--- src/hw/tsr_pkg.sv ---
// Constants and types shared by the touch sensor host register bank
package tsr_pkg;

  // ----------------------------------------------------------------
  // Register offsets
  // ----------------------------------------------------------------
  localparam logic [7:0] TSR_LOCK_OFS    = 8'h79;
  localparam logic [7:0] TSR_STATUS_OFS  = 8'h7b;
  localparam logic [7:0] TSR_ADDR_DM_OFS = 8'h7c;
  localparam logic [7:0] TSR_SEL_OFS     = 8'h81;
  localparam logic [7:0] TSR_BL_MSB_OFS  = 8'h82;
  localparam logic [7:0] TSR_BL_LSB_OFS  = 8'h83;
  localparam logic [7:0] TSR_DIF_MSB_OFS = 8'h84;
  localparam logic [7:0] TSR_DIF_LSB_OFS = 8'h85;
  localparam logic [7:0] TSR_RAW_MSB_OFS = 8'h86;
  localparam logic [7:0] TSR_RAW_LSB_OFS = 8'h87;
  localparam logic [7:0] TSR_BTN_ST_OFS  = 8'h88;

  // ----------------------------------------------------------------
  // Field positions
  // ----------------------------------------------------------------
  localparam int TSR_ST_SUPPLY_LSB = 6;
  localparam int TSR_ST_INTERNAL_RESET_FLAG_BIT   = 5;
  localparam int TSR_ST_FD_BIT     = 4;
  localparam int TSR_ST_BLK_BIT    = 3;
  localparam int TSR_ST_CSE_BIT    = 1;
  localparam int TSR_ST_OUTPUT_BLOCK_ENABLED_FLAG_BIT   = 0;
  localparam int TSR_PULLUP_BIT    = 7;
  localparam int TSR_RD_EN_BIT     = 7;

  // ----------------------------------------------------------------
  // Reset values and sizes
  // ----------------------------------------------------------------
  localparam logic [7:0] TSR_ADDR_DM_RST = 8'h00;
  localparam logic [7:0] TSR_SEL_RST     = 8'h00;
  localparam logic       TSR_LOCK_RST    = 1'b0;
  localparam logic [1:0] TSR_BTN_RST     = 2'h0;
  localparam int         TSR_BTN_NUM     = 2;
  localparam int         TSR_WIN_BYTES   = 6;

  // ----------------------------------------------------------------
  // Lock register key sequences, first byte first
  // ----------------------------------------------------------------
  localparam logic [23:0] TSR_UNLOCK_KEY = 24'h3ca569;
  localparam logic [23:0] TSR_LOCK_KEY   = 24'h965ac3;

  // ----------------------------------------------------------------
  // Serial slave states
  // ----------------------------------------------------------------
  typedef enum logic [2:0] {
    TSR_IDLE      = 3'b000,
    TSR_ADDR      = 3'b001,
    TSR_ADDR_ACK  = 3'b010,
    TSR_WRITE     = 3'b011,
    TSR_WRITE_ACK = 3'b100,
    TSR_READ      = 3'b101,
    TSR_READ_ACK  = 3'b110
  } tsr_i2c_st_t;

endpackage

--- src/hw/tsr_addr_lock.sv ---
// Key sequence tracker for the address lock register
module tsr_addr_lock
  import tsr_pkg::*;
(
  // Clock and reset
  input  wire logic       i_clk_sys,
  input  wire logic       i_sys_rst,
  // Register write strobe
  input  wire logic       i_wr_stb,
  input  wire logic [7:0] i_wr_addr,
  input  wire logic [7:0] i_wr_data,
  // Lock state
  output logic            o_locked,
  output logic            o_relock
);
  typedef struct packed {
    logic [1:0] unl_idx;
    logic [1:0] lck_idx;
    logic       locked;
    logic       relock;
  } tsr_lock_t;

  tsr_lock_t s_r, s_nxt;

  // ----------------------------------------------------------------
  // Three-byte key match, a wrong byte restarts the key
  // ----------------------------------------------------------------
  always_comb begin
    logic [7:0] unl_exp;
    logic [7:0] lck_exp;
    unl_exp = TSR_UNLOCK_KEY[8'(23 - 8 * s_r.unl_idx) -: 8];
    lck_exp = TSR_LOCK_KEY[8'(23 - 8 * s_r.lck_idx) -: 8];
    s_nxt = s_r;
    s_nxt.relock = 1'b0;
    if (i_wr_stb && i_wr_addr == TSR_LOCK_OFS) begin
      if (i_wr_data == unl_exp) begin
        s_nxt.unl_idx = (s_r.unl_idx == 2'h2) ? 2'h0 : s_r.unl_idx + 2'h1;
        if (s_r.unl_idx == 2'h2) begin
          s_nxt.locked = 1'b0;
        end
      end else begin
        s_nxt.unl_idx = (i_wr_data == TSR_UNLOCK_KEY[23:16]) ? 2'h1 : 2'h0;
      end
      if (i_wr_data == lck_exp) begin
        s_nxt.lck_idx = (s_r.lck_idx == 2'h2) ? 2'h0 : s_r.lck_idx + 2'h1;
        if (s_r.lck_idx == 2'h2) begin
          s_nxt.locked = 1'b1;
          s_nxt.relock = 1'b1;
        end
      end else begin
        s_nxt.lck_idx = (i_wr_data == TSR_LOCK_KEY[23:16]) ? 2'h1 : 2'h0;
      end
    end
  end

  always_ff @(posedge i_clk_sys) begin
    if (i_sys_rst) begin
      s_r <= '{unl_idx: 2'h0, lck_idx: 2'h0, locked: TSR_LOCK_RST, relock: 1'b0};
    end else begin
      s_r <= s_nxt;
    end
  end

  assign o_locked = s_r.locked;
  assign o_relock = s_r.relock;
endmodule

--- src/hw/tsr_readout_sel.sv ---
// Readout selector register and selected-button result window
module tsr_readout_sel
  import tsr_pkg::*;
(
  // Clock and reset
  input  wire logic        i_clk_sys,
  input  wire logic        i_sys_rst,
  // Register write strobe
  input  wire logic        i_wr_stb,
  input  wire logic [7:0]  i_wr_addr,
  input  wire logic [7:0]  i_wr_data,
  // Sensing pins and results, button n in slice n
  input  wire logic [1:0]  i_sense_pin_mask,
  input  wire logic [31:0] i_baseline,
  input  wire logic [31:0] i_difference,
  input  wire logic [31:0] i_raw_count,
  // Register view
  output logic [7:0]       o_sel,
  output logic [47:0]      o_window
);
  typedef struct packed {
    logic [7:0]  sel;
    logic [47:0] win;
  } tsr_sel_t;

  tsr_sel_t s_r, s_nxt;
  logic [47:0] win_nxt;
  logic        onehot;
  logic [15:0] bl_pick, dif_pick, raw_pick;

  assign onehot   = ^i_wr_data[1:0];
  assign bl_pick  = s_r.sel[1] ? i_baseline[31:16]   : i_baseline[15:0];
  assign dif_pick = s_r.sel[1] ? i_difference[31:16] : i_difference[15:0];
  assign raw_pick = s_r.sel[1] ? i_raw_count[31:16]  : i_raw_count[15:0];

  // ----------------------------------------------------------------
  // Window bytes, MSB at the lower offset, zero while reading is off
  // ----------------------------------------------------------------
  genvar k;
  generate
    for (k = 0; k < TSR_WIN_BYTES; k++) begin : g_win
      logic [15:0] src;
      assign src = (k < 2) ? bl_pick : (k < 4) ? dif_pick : raw_pick;
      assign win_nxt[8*k +: 8] = !s_r.sel[TSR_RD_EN_BIT] ? 8'h00 :
                                 (k % 2 == 0) ? src[15:8] : src[7:0];
    end
  endgenerate

  always_comb begin
    s_nxt = s_r;
    s_nxt.win = win_nxt;
    if (i_wr_stb && i_wr_addr == TSR_SEL_OFS && onehot &&
        (i_wr_data[1:0] & i_sense_pin_mask) != 2'h0) begin
      s_nxt.sel = {i_wr_data[TSR_RD_EN_BIT], 5'h00, i_wr_data[1:0]};
    end
  end

  always_ff @(posedge i_clk_sys) begin
    if (i_sys_rst) begin
      s_r <= '{sel: TSR_SEL_RST, win: 48'h0};
    end else begin
      s_r <= s_nxt;
    end
  end

  assign o_sel    = s_r.sel;
  assign o_window = s_r.win;
endmodule

--- src/hw/tsr_host_regs.sv ---
// Serial slave port and host register bank of the touch sensor controller
// Functional notes
// - Status register packs supply, reset, flags
// - Default-source flag: 1 when factory defaults loaded
// - Low supply sets blocked flag, stops writes
// - Sensing-enable flag mirrors sensing block state
// - Output-enable flag mirrors output block state
// - Address bit 7 disables pin pull-up
// - Address bits 6:0 are the slave address
// - Address register writable only while unlocked
// - New address applies only after relocking
// - Window shows one selected input only
// - Only sensing pins may be selected
// - Selector bit 7 enables result reading
// - Button select must be one-hot
// - Baseline bytes give selected baseline
// - Difference bytes give selected difference count
// - Raw bytes give selected raw count
// - Button status bit per button, 1 touched
module tsr_host_regs
  import tsr_pkg::*;
(
  // Clock and reset
  input  wire logic        i_clk_sys,
  input  wire logic        i_sys_rst,
  // Serial bus pins
  input  wire logic        i_scl,
  input  wire logic        i_sda,
  output logic             o_sda,
  output logic             o_sda_oe_n,
  output logic             o_pullup_disable,
  output logic [6:0]       o_slave_address,
  // Device status sources
  input  wire logic [1:0]  i_supply_level,
  input  wire logic        i_internal_reset,
  input  wire logic        i_factory_default_loaded,
  input  wire logic        i_supply_too_low,
  input  wire logic        i_sensing_enabled,
  input  wire logic        i_output_enabled,
  // Nonvolatile write gate
  input  wire logic        i_nvm_write_req,
  output logic             o_nvm_write_go,
  output logic             o_nvm_write_blocked,
  // Sensing results, button n in slice n
  input  wire logic [1:0]  i_sense_pin_mask,
  input  wire logic [1:0]  i_button_on,
  input  wire logic [31:0] i_baseline,
  input  wire logic [31:0] i_difference,
  input  wire logic [31:0] i_raw_count
);
  typedef struct packed {
    logic        scl_q;
    logic        sda_q;
    tsr_i2c_st_t state;
    logic [3:0]  cnt;
    logic [7:0]  shreg;
    logic [7:0]  ptr;
    logic        got_ptr;
    logic        rw;
    logic        sda_oe_n;
    logic        sda_o;
    logic        wr_stb;
    logic [7:0]  wr_addr;
    logic [7:0]  wr_data;
    logic [6:0]  addr_act;
    logic        pull_dis;
    logic [7:0]  addr_pend;
    logic        blocked;
    logic        nvm_go;
    logic [7:0]  status;
    logic [1:0]  btn;
  } tsr_regs_t;

  tsr_regs_t   s_r, s_nxt;
  logic        locked, relock;
  logic [7:0]  sel;
  logic [47:0] window;
  logic [7:0]  rd_val;
  logic        scl_rise, scl_fall, bus_start, bus_stop;

  // ----------------------------------------------------------------
  // Address lock and readout selector
  // ----------------------------------------------------------------
  tsr_addr_lock u_lock (
    .i_clk_sys (i_clk_sys),
    .i_sys_rst (i_sys_rst),
    .i_wr_stb  (s_r.wr_stb),
    .i_wr_addr (s_r.wr_addr),
    .i_wr_data (s_r.wr_data),
    .o_locked  (locked),
    .o_relock  (relock)
  );

  tsr_readout_sel u_sel (
    .i_clk_sys        (i_clk_sys),
    .i_sys_rst        (i_sys_rst),
    .i_wr_stb         (s_r.wr_stb),
    .i_wr_addr        (s_r.wr_addr),
    .i_wr_data        (s_r.wr_data),
    .i_sense_pin_mask (i_sense_pin_mask),
    .i_baseline       (i_baseline),
    .i_difference     (i_difference),
    .i_raw_count      (i_raw_count),
    .o_sel            (sel),
    .o_window         (window)
  );

  // ----------------------------------------------------------------
  // Read data multiplexer, unmapped offsets read zero
  // ----------------------------------------------------------------
  always_comb begin
    unique case (s_r.ptr)
      TSR_LOCK_OFS:    rd_val = {7'h00, locked};
      TSR_STATUS_OFS:  rd_val = s_r.status;
      TSR_ADDR_DM_OFS: rd_val = {s_r.pull_dis, s_r.addr_act};
      TSR_SEL_OFS:     rd_val = sel;
      TSR_BL_MSB_OFS:  rd_val = window[7:0];
      TSR_BL_LSB_OFS:  rd_val = window[15:8];
      TSR_DIF_MSB_OFS: rd_val = window[23:16];
      TSR_DIF_LSB_OFS: rd_val = window[31:24];
      TSR_RAW_MSB_OFS: rd_val = window[39:32];
      TSR_RAW_LSB_OFS: rd_val = window[47:40];
      TSR_BTN_ST_OFS:  rd_val = {6'h00, s_r.btn};
      default:         rd_val = 8'h00;
    endcase
  end

  assign scl_rise  = i_scl & ~s_r.scl_q;
  assign scl_fall  = ~i_scl & s_r.scl_q;
  assign bus_start = s_r.scl_q & i_scl & s_r.sda_q & ~i_sda;
  assign bus_stop  = s_r.scl_q & i_scl & ~s_r.sda_q & i_sda;

  // ----------------------------------------------------------------
  // Next state: serial slave, register writes, status capture
  // ----------------------------------------------------------------
  always_comb begin
    s_nxt = s_r;
    s_nxt.scl_q  = i_scl;
    s_nxt.sda_q  = i_sda;
    s_nxt.sda_o  = 1'b0;
    s_nxt.wr_stb = 1'b0;

    // Status flags
    s_nxt.status = 8'h00;
    s_nxt.status[TSR_ST_SUPPLY_LSB +: 2] = i_supply_level;
    s_nxt.status[TSR_ST_INTERNAL_RESET_FLAG_BIT] = i_internal_reset;
    s_nxt.status[TSR_ST_FD_BIT]   = i_factory_default_loaded;
    s_nxt.status[TSR_ST_BLK_BIT]  = i_supply_too_low;
    s_nxt.status[TSR_ST_CSE_BIT]  = i_sensing_enabled;
    s_nxt.status[TSR_ST_OUTPUT_BLOCK_ENABLED_FLAG_BIT] = i_output_enabled;
    s_nxt.btn     = i_button_on;
    s_nxt.blocked = i_supply_too_low;
    s_nxt.nvm_go  = i_nvm_write_req & ~i_supply_too_low;

    // Address register: staged while unlocked, applied on relock
    if (s_r.wr_stb && s_r.wr_addr == TSR_ADDR_DM_OFS && !locked) begin
      s_nxt.addr_pend = s_r.wr_data;
    end
    if (relock) begin
      s_nxt.addr_act = s_r.addr_pend[6:0];
      s_nxt.pull_dis = s_r.addr_pend[TSR_PULLUP_BIT];
    end

    // Serial slave
    if (bus_start) begin
      s_nxt.state    = TSR_ADDR;
      s_nxt.cnt      = 4'h0;
      s_nxt.got_ptr  = 1'b0;
      s_nxt.sda_oe_n = 1'b1;
    end else if (bus_stop) begin
      s_nxt.state    = TSR_IDLE;
      s_nxt.sda_oe_n = 1'b1;
    end else begin
      unique case (s_r.state)
        TSR_IDLE: begin
          s_nxt.sda_oe_n = 1'b1;
        end
        TSR_ADDR, TSR_WRITE: begin
          if (scl_rise) begin
            s_nxt.shreg = {s_r.shreg[6:0], i_sda};
            s_nxt.cnt   = s_r.cnt + 4'h1;
          end else if (scl_fall && s_r.cnt == 4'h8) begin
            s_nxt.cnt = 4'h0;
            if (s_r.state == TSR_ADDR) begin
              if (s_r.shreg[7:1] == s_r.addr_act) begin
                s_nxt.state    = TSR_ADDR_ACK;
                s_nxt.rw       = s_r.shreg[0];
                s_nxt.sda_oe_n = 1'b0;
              end else begin
                s_nxt.state = TSR_IDLE;
              end
            end else begin
              s_nxt.state    = TSR_WRITE_ACK;
              s_nxt.sda_oe_n = 1'b0;
              if (!s_r.got_ptr) begin
                s_nxt.ptr     = s_r.shreg;
                s_nxt.got_ptr = 1'b1;
              end else begin
                s_nxt.wr_stb  = 1'b1;
                s_nxt.wr_addr = s_r.ptr;
                s_nxt.wr_data = s_r.shreg;
                s_nxt.ptr     = s_r.ptr + 8'h01;
              end
            end
          end
        end
        TSR_ADDR_ACK: begin
          if (scl_fall) begin
            if (s_r.rw) begin
              s_nxt.state    = TSR_READ;
              s_nxt.shreg    = rd_val;
              s_nxt.sda_oe_n = rd_val[7];
              s_nxt.cnt      = 4'h1;
            end else begin
              s_nxt.state    = TSR_WRITE;
              s_nxt.sda_oe_n = 1'b1;
            end
          end
        end
        TSR_WRITE_ACK: begin
          if (scl_fall) begin
            s_nxt.state    = TSR_WRITE;
            s_nxt.sda_oe_n = 1'b1;
          end
        end
        TSR_READ: begin
          if (scl_fall) begin
            if (s_r.cnt == 4'h8) begin
              s_nxt.state    = TSR_READ_ACK;
              s_nxt.sda_oe_n = 1'b1;
              s_nxt.ptr      = s_r.ptr + 8'h01;
            end else begin
              s_nxt.shreg    = {s_r.shreg[6:0], 1'b0};
              s_nxt.sda_oe_n = s_r.shreg[6];
              s_nxt.cnt      = s_r.cnt + 4'h1;
            end
          end
        end
        TSR_READ_ACK: begin
          if (scl_rise && i_sda) begin
            s_nxt.state = TSR_IDLE;
          end else if (scl_fall) begin
            s_nxt.state    = TSR_READ;
            s_nxt.shreg    = rd_val;
            s_nxt.sda_oe_n = rd_val[7];
            s_nxt.cnt      = 4'h1;
          end
        end
        default: begin
          s_nxt.state    = TSR_IDLE;
          s_nxt.sda_oe_n = 1'b1;
        end
      endcase
    end
  end

  // ----------------------------------------------------------------
  // State register
  // ----------------------------------------------------------------
  always_ff @(posedge i_clk_sys) begin
    if (i_sys_rst) begin
      s_r <= '{scl_q: 1'b1, sda_q: 1'b1, state: TSR_IDLE, cnt: 4'h0,
               shreg: 8'h00, ptr: 8'h00, got_ptr: 1'b0, rw: 1'b0,
               sda_oe_n: 1'b1, sda_o: 1'b0, wr_stb: 1'b0, wr_addr: 8'h00,
               wr_data: 8'h00, addr_act: TSR_ADDR_DM_RST[6:0],
               pull_dis: TSR_ADDR_DM_RST[TSR_PULLUP_BIT],
               addr_pend: TSR_ADDR_DM_RST, blocked: 1'b0, nvm_go: 1'b0,
               status: 8'h00, btn: TSR_BTN_RST};
    end else begin
      s_r <= s_nxt;
    end
  end

  assign o_sda               = s_r.sda_o;
  assign o_sda_oe_n          = s_r.sda_oe_n;
  assign o_pullup_disable    = s_r.pull_dis;
  assign o_slave_address     = s_r.addr_act;
  assign o_nvm_write_go      = s_r.nvm_go;
  assign o_nvm_write_blocked = s_r.blocked;
endmodule

--- config.mk ---
export PLATFORM = sky130hd
export DESIGN_NAME = tsr_host_regs
export DESIGN_NICKNAME = d
export VERILOG_FILES = /design/src/hw/tsr_pkg.sv /design/src/hw/tsr_addr_lock.sv /design/src/hw/tsr_readout_sel.sv /design/src/hw/tsr_host_regs.sv
export SDC_FILE = /design/constraint.sdc
export NUM_CORES = 1
export LEC_CHECK = 0
export BUFFER_PORTS_ARGS = -buffer_cell sky130_fd_sc_hd__buf_2
export CORE_UTILIZATION = 50
export CTS_CLUSTER_SIZE = 24
export DETAILED_ROUTE_END_ITERATION = 8
export HOLD_SLACK_MARGIN = 0.08
export PLACE_DENSITY_LB_ADDON = 0.1
export SLEW_MARGIN = 20
export SYNTH_ARGS = -nofsm -noshare
export SYNTH_HDL_FRONTEND = slang
export SYNTH_SLANG_ARGS = --single-unit
--- constraint.sdc ---
create_clock -name i_clk_sys -period 2.1 [get_ports i_clk_sys]
set_input_delay 0.42 -clock i_clk_sys [delete_from_list [all_inputs] [get_ports i_clk_sys]]
set_output_delay 0.42 -clock i_clk_sys [all_outputs]
set_load 0.01 [all_outputs]
==> results.txt <==
Cell area after layout - 0.00806 mm²
Yosys top cell area share - 39.9%
TritonCTS clock tree - built
Clock Path Buffers - 2
Met2 routed WL - 8560 µm
# IOs - 124
Clk slew on worst S/H paths - 0.05 ns
CP max-delay cell - a222oi_1
CP Capture Type - register
Count leader, synth - dfxtp_1
Post-synth cell types - 79
DRC violations left - 0
Die area - 0.0133 mm²
CP max FO - 8
DR WL met3 - 872 µm
Worst path max stage delay - 0.34 ns
Fin. max-slew vios - 0
Hold Path End - o_nvm_write_go
Synth-to-layout area growth - 25.4%
Die X - 115 µm
DPL Wire Length - 13000 µm
Synth Instances - 707
Setup ws final - 0.0711 ns
Core ar. - 0.0126 mm²
Worst Path Required - 2.40 ns
DIE HEIGHT - 115 µm
H-tree Lvls - 4
DRT met1 WL - 7550 µm
Initial antenna violation count - 0
Area leader, netlist - dfxtp_1
MaxCap Viol Count - 0
Cell Area, Placed - 0.00732 mm²
Via density - 5.56
Drt pass-1 iters - 7
Cell Pwr Density - 698 mW/mm²
Worst reg-to-reg path cell count - 8
Pin count of the biggest net entering global routing - 50
Overflow after GRT - 0
Synth top cells by count - dfxtp_1, nor2_1, mux2i_1, nand2_1, clkbuf_1
Final hold violation count - 0
Most area-consuming cells after synthesis - dfxtp_1, mux2i_1, nor2_1, ha_1, nand2_1
GP Congestion - 0.964
CTS root buf - clkbuf_16
Rows - 41
Hold Path Origin - i_supply_too_low
Crit-path cells - buf_4 -> ha_4 -> buf_12 -> a222oi_1 -> nand3_1 -> a32o_2 -> a221oi_2 -> nor2_1
P_leak - 3.21 nW
Clock latency on the worst-skew pair - 0.41 ns
CTS Sinks - 128
RSZ-0062 raised after global routing - true
Antenna Violating Nets Remaining - 0
Critical Path AT - 2.33 ns
Worst hold path cell count - 2
Yosys warns - 0
CTS buffer count - 17
Routed wire length - 17500 µm
Mapped Avg Cell Area - 9.09 µm²
Setup TNS - 0 ns
Peak supply drop - 0.578 mV
Initial Utilization - 51.1%
Fraction of layout cells with a size suffix above 1 - 28.9%
Hold crit path type - in -> reg
Hold_buf cts - 0
Slew headroom - 49.4%
Post-Route Skew - 0.00657 ns
CP Launch Type - register
Synth Cell Area - 0.00643 mm²
Diode count - 0
Crit Path Category - reg -> reg
Register-to-Register Setup Slack - 0.07 ns
Seq/Total Area, Yosys - 39.9%
Synth async-reset ratio - 0%
Worst R2R End - s_r[59]
Top Metal Used - met4
1st-iter DRT viols - 387
Post-DR wirelength/cell - 17.1 µm
R2r startpoint - s_r[49]
# nets final - 972
Final min period - 2.03 ns
Final period utilization - 96.6%
Number of synthesized flops with an enable pin - 0
DR vias - 5692
Place WS - -0.106 ns
Port Buffers - 122
FF+latch count, synth - 128
Tot GR Track Use - 27.6%
Dominant synthesized flop cell - dfxtp_1
Worst slew pin tran - 0.760 ns
Setup violations, final - 0
Status - finished clean
First-pass GRT wire length - 27800 µm
Fmax - 493 MHz
Syn Nets - 838
Vias in the first global route - 5506
## cells by family (layout without fill, tap and decap cells)
kind of cell | after synthesis | in the layout | share of synthesized area, %
mux | 81 | 81 | 12.6
buf+inv | 76 | 221 | 5.84
compound gates | 139 | 139 | 16.3
flops | 128 | 128 | 39.9
fa+ha+maj | 19 | 19 | 3.70
other cells | 1 | 1 | 0.0583
simple gates | 239 | 239 | 18.4
xor+xnor | 24 | 24 | 3.27
## sequential cells by signal (all words and copies together) (netlist names)
signal and count:
s_r 61, o_slave_address 7, u_sel.o_window 48, u_sel.o_sel 3, o_sda_oe_n 1, u_lock.o_relock 1
o_nvm_write_go 1, o_pullup_disable 1, u_lock.s_r 4, u_lock.o_locked 1
## how the worst max path moves through the flow
stage                        from             end  slack [ns]  depth (start not counted)
after floorplan           s_r[28]  u_sel.o_sel[1]       0.005                          8
after global placement    s_r[50]         s_r[62]       -0.02                          8
after detailed placement  s_r[50]         s_r[60]       -0.11                          8
after CTS                 s_r[50]         s_r[60]    -0.00009                          8
after global routing      s_r[65]         s_r[49]       -0.05                         10
final                     s_r[49]         s_r[59]        0.07                          8
## critical path: cells and delay by family, from the launching register on
| family | cells | cell delay [ns] |
|---|---|---|
| buffers and inverters | 2 | 0.29 |
| AND/OR/NAND/NOR | 2 | 0.21 |
| AO/OA/AOI/OAI | 3 | 0.91 |
| flip-flops | 1 | 0.32 |
| adder cells (fa/ha/maj) | 1 | 0.18 |
## cells in the final DEF, fill, tap and decap left out, drive strengths merged, types with 19 or more instances in the layout
master,netlist,layout
mux2i,81,81
clkbuf,33,24
a21oi,26,26
inv,20,20
buf,23,171
nand2,36,36
dfxtp,128,128
nand3,21,21
ha,19,19
o21ai,25,25
nor2,112,112
## routing by layer
metal	global-route usage, %	vias up
met2	46.7	203
met1	33.7	2662
met5	0	-
li1	-	2786
met4	13.2	0
met3	5.22	41
## metrics by stage
| stage | hold WS, ns | power [W] | util, % | std cells |
|---|---|---|---|---|
| floorplan | 0.459 | 0.00262 | - | 707 |
| global placement | 0.470 | 0.00275 | 58.2 | 990 |
| detailed placement | 0.480 | 0.00276 | 58.2 | 990 |
| CTS | 0.170 | 0.00567 | 63.2 | 1021 |
| global route | 0.176 | 0.00581 | 64.2 | 1024 |
| finish | 0.182 | 0.00563 | 64.2 | 1024 |
## power breakdown
group | switching (W) | internal, W | leakage (nW) | total [W]
registers | 0.0000166 | 0.00245 | 1.04 | 0.00246
logic | 0.000116 | 0.000130 | 1.89 | 0.000246
clock network | 0.00101 | 0.00191 | 0.280 | 0.00292
## area by class of cell
type | instances | area, µm²
clock buffer | 24 | 472
clock inverter | 6 | 108
fill | 1109 | 4510
inverter | 20 | 75.1
multi-input combinational | 503 | 3620
sequential | 128 | 2570
tap | 172 | 215
timing repair buffer | 171 | 1000
## timing repair
action / CTS / global route
pin swaps: 3 / 7
resized for setup: 9 / 24
endpoints found under the setup margin: 11 / 32
setup buffers: 1 / 3
(Power assumes the default switching activity.)
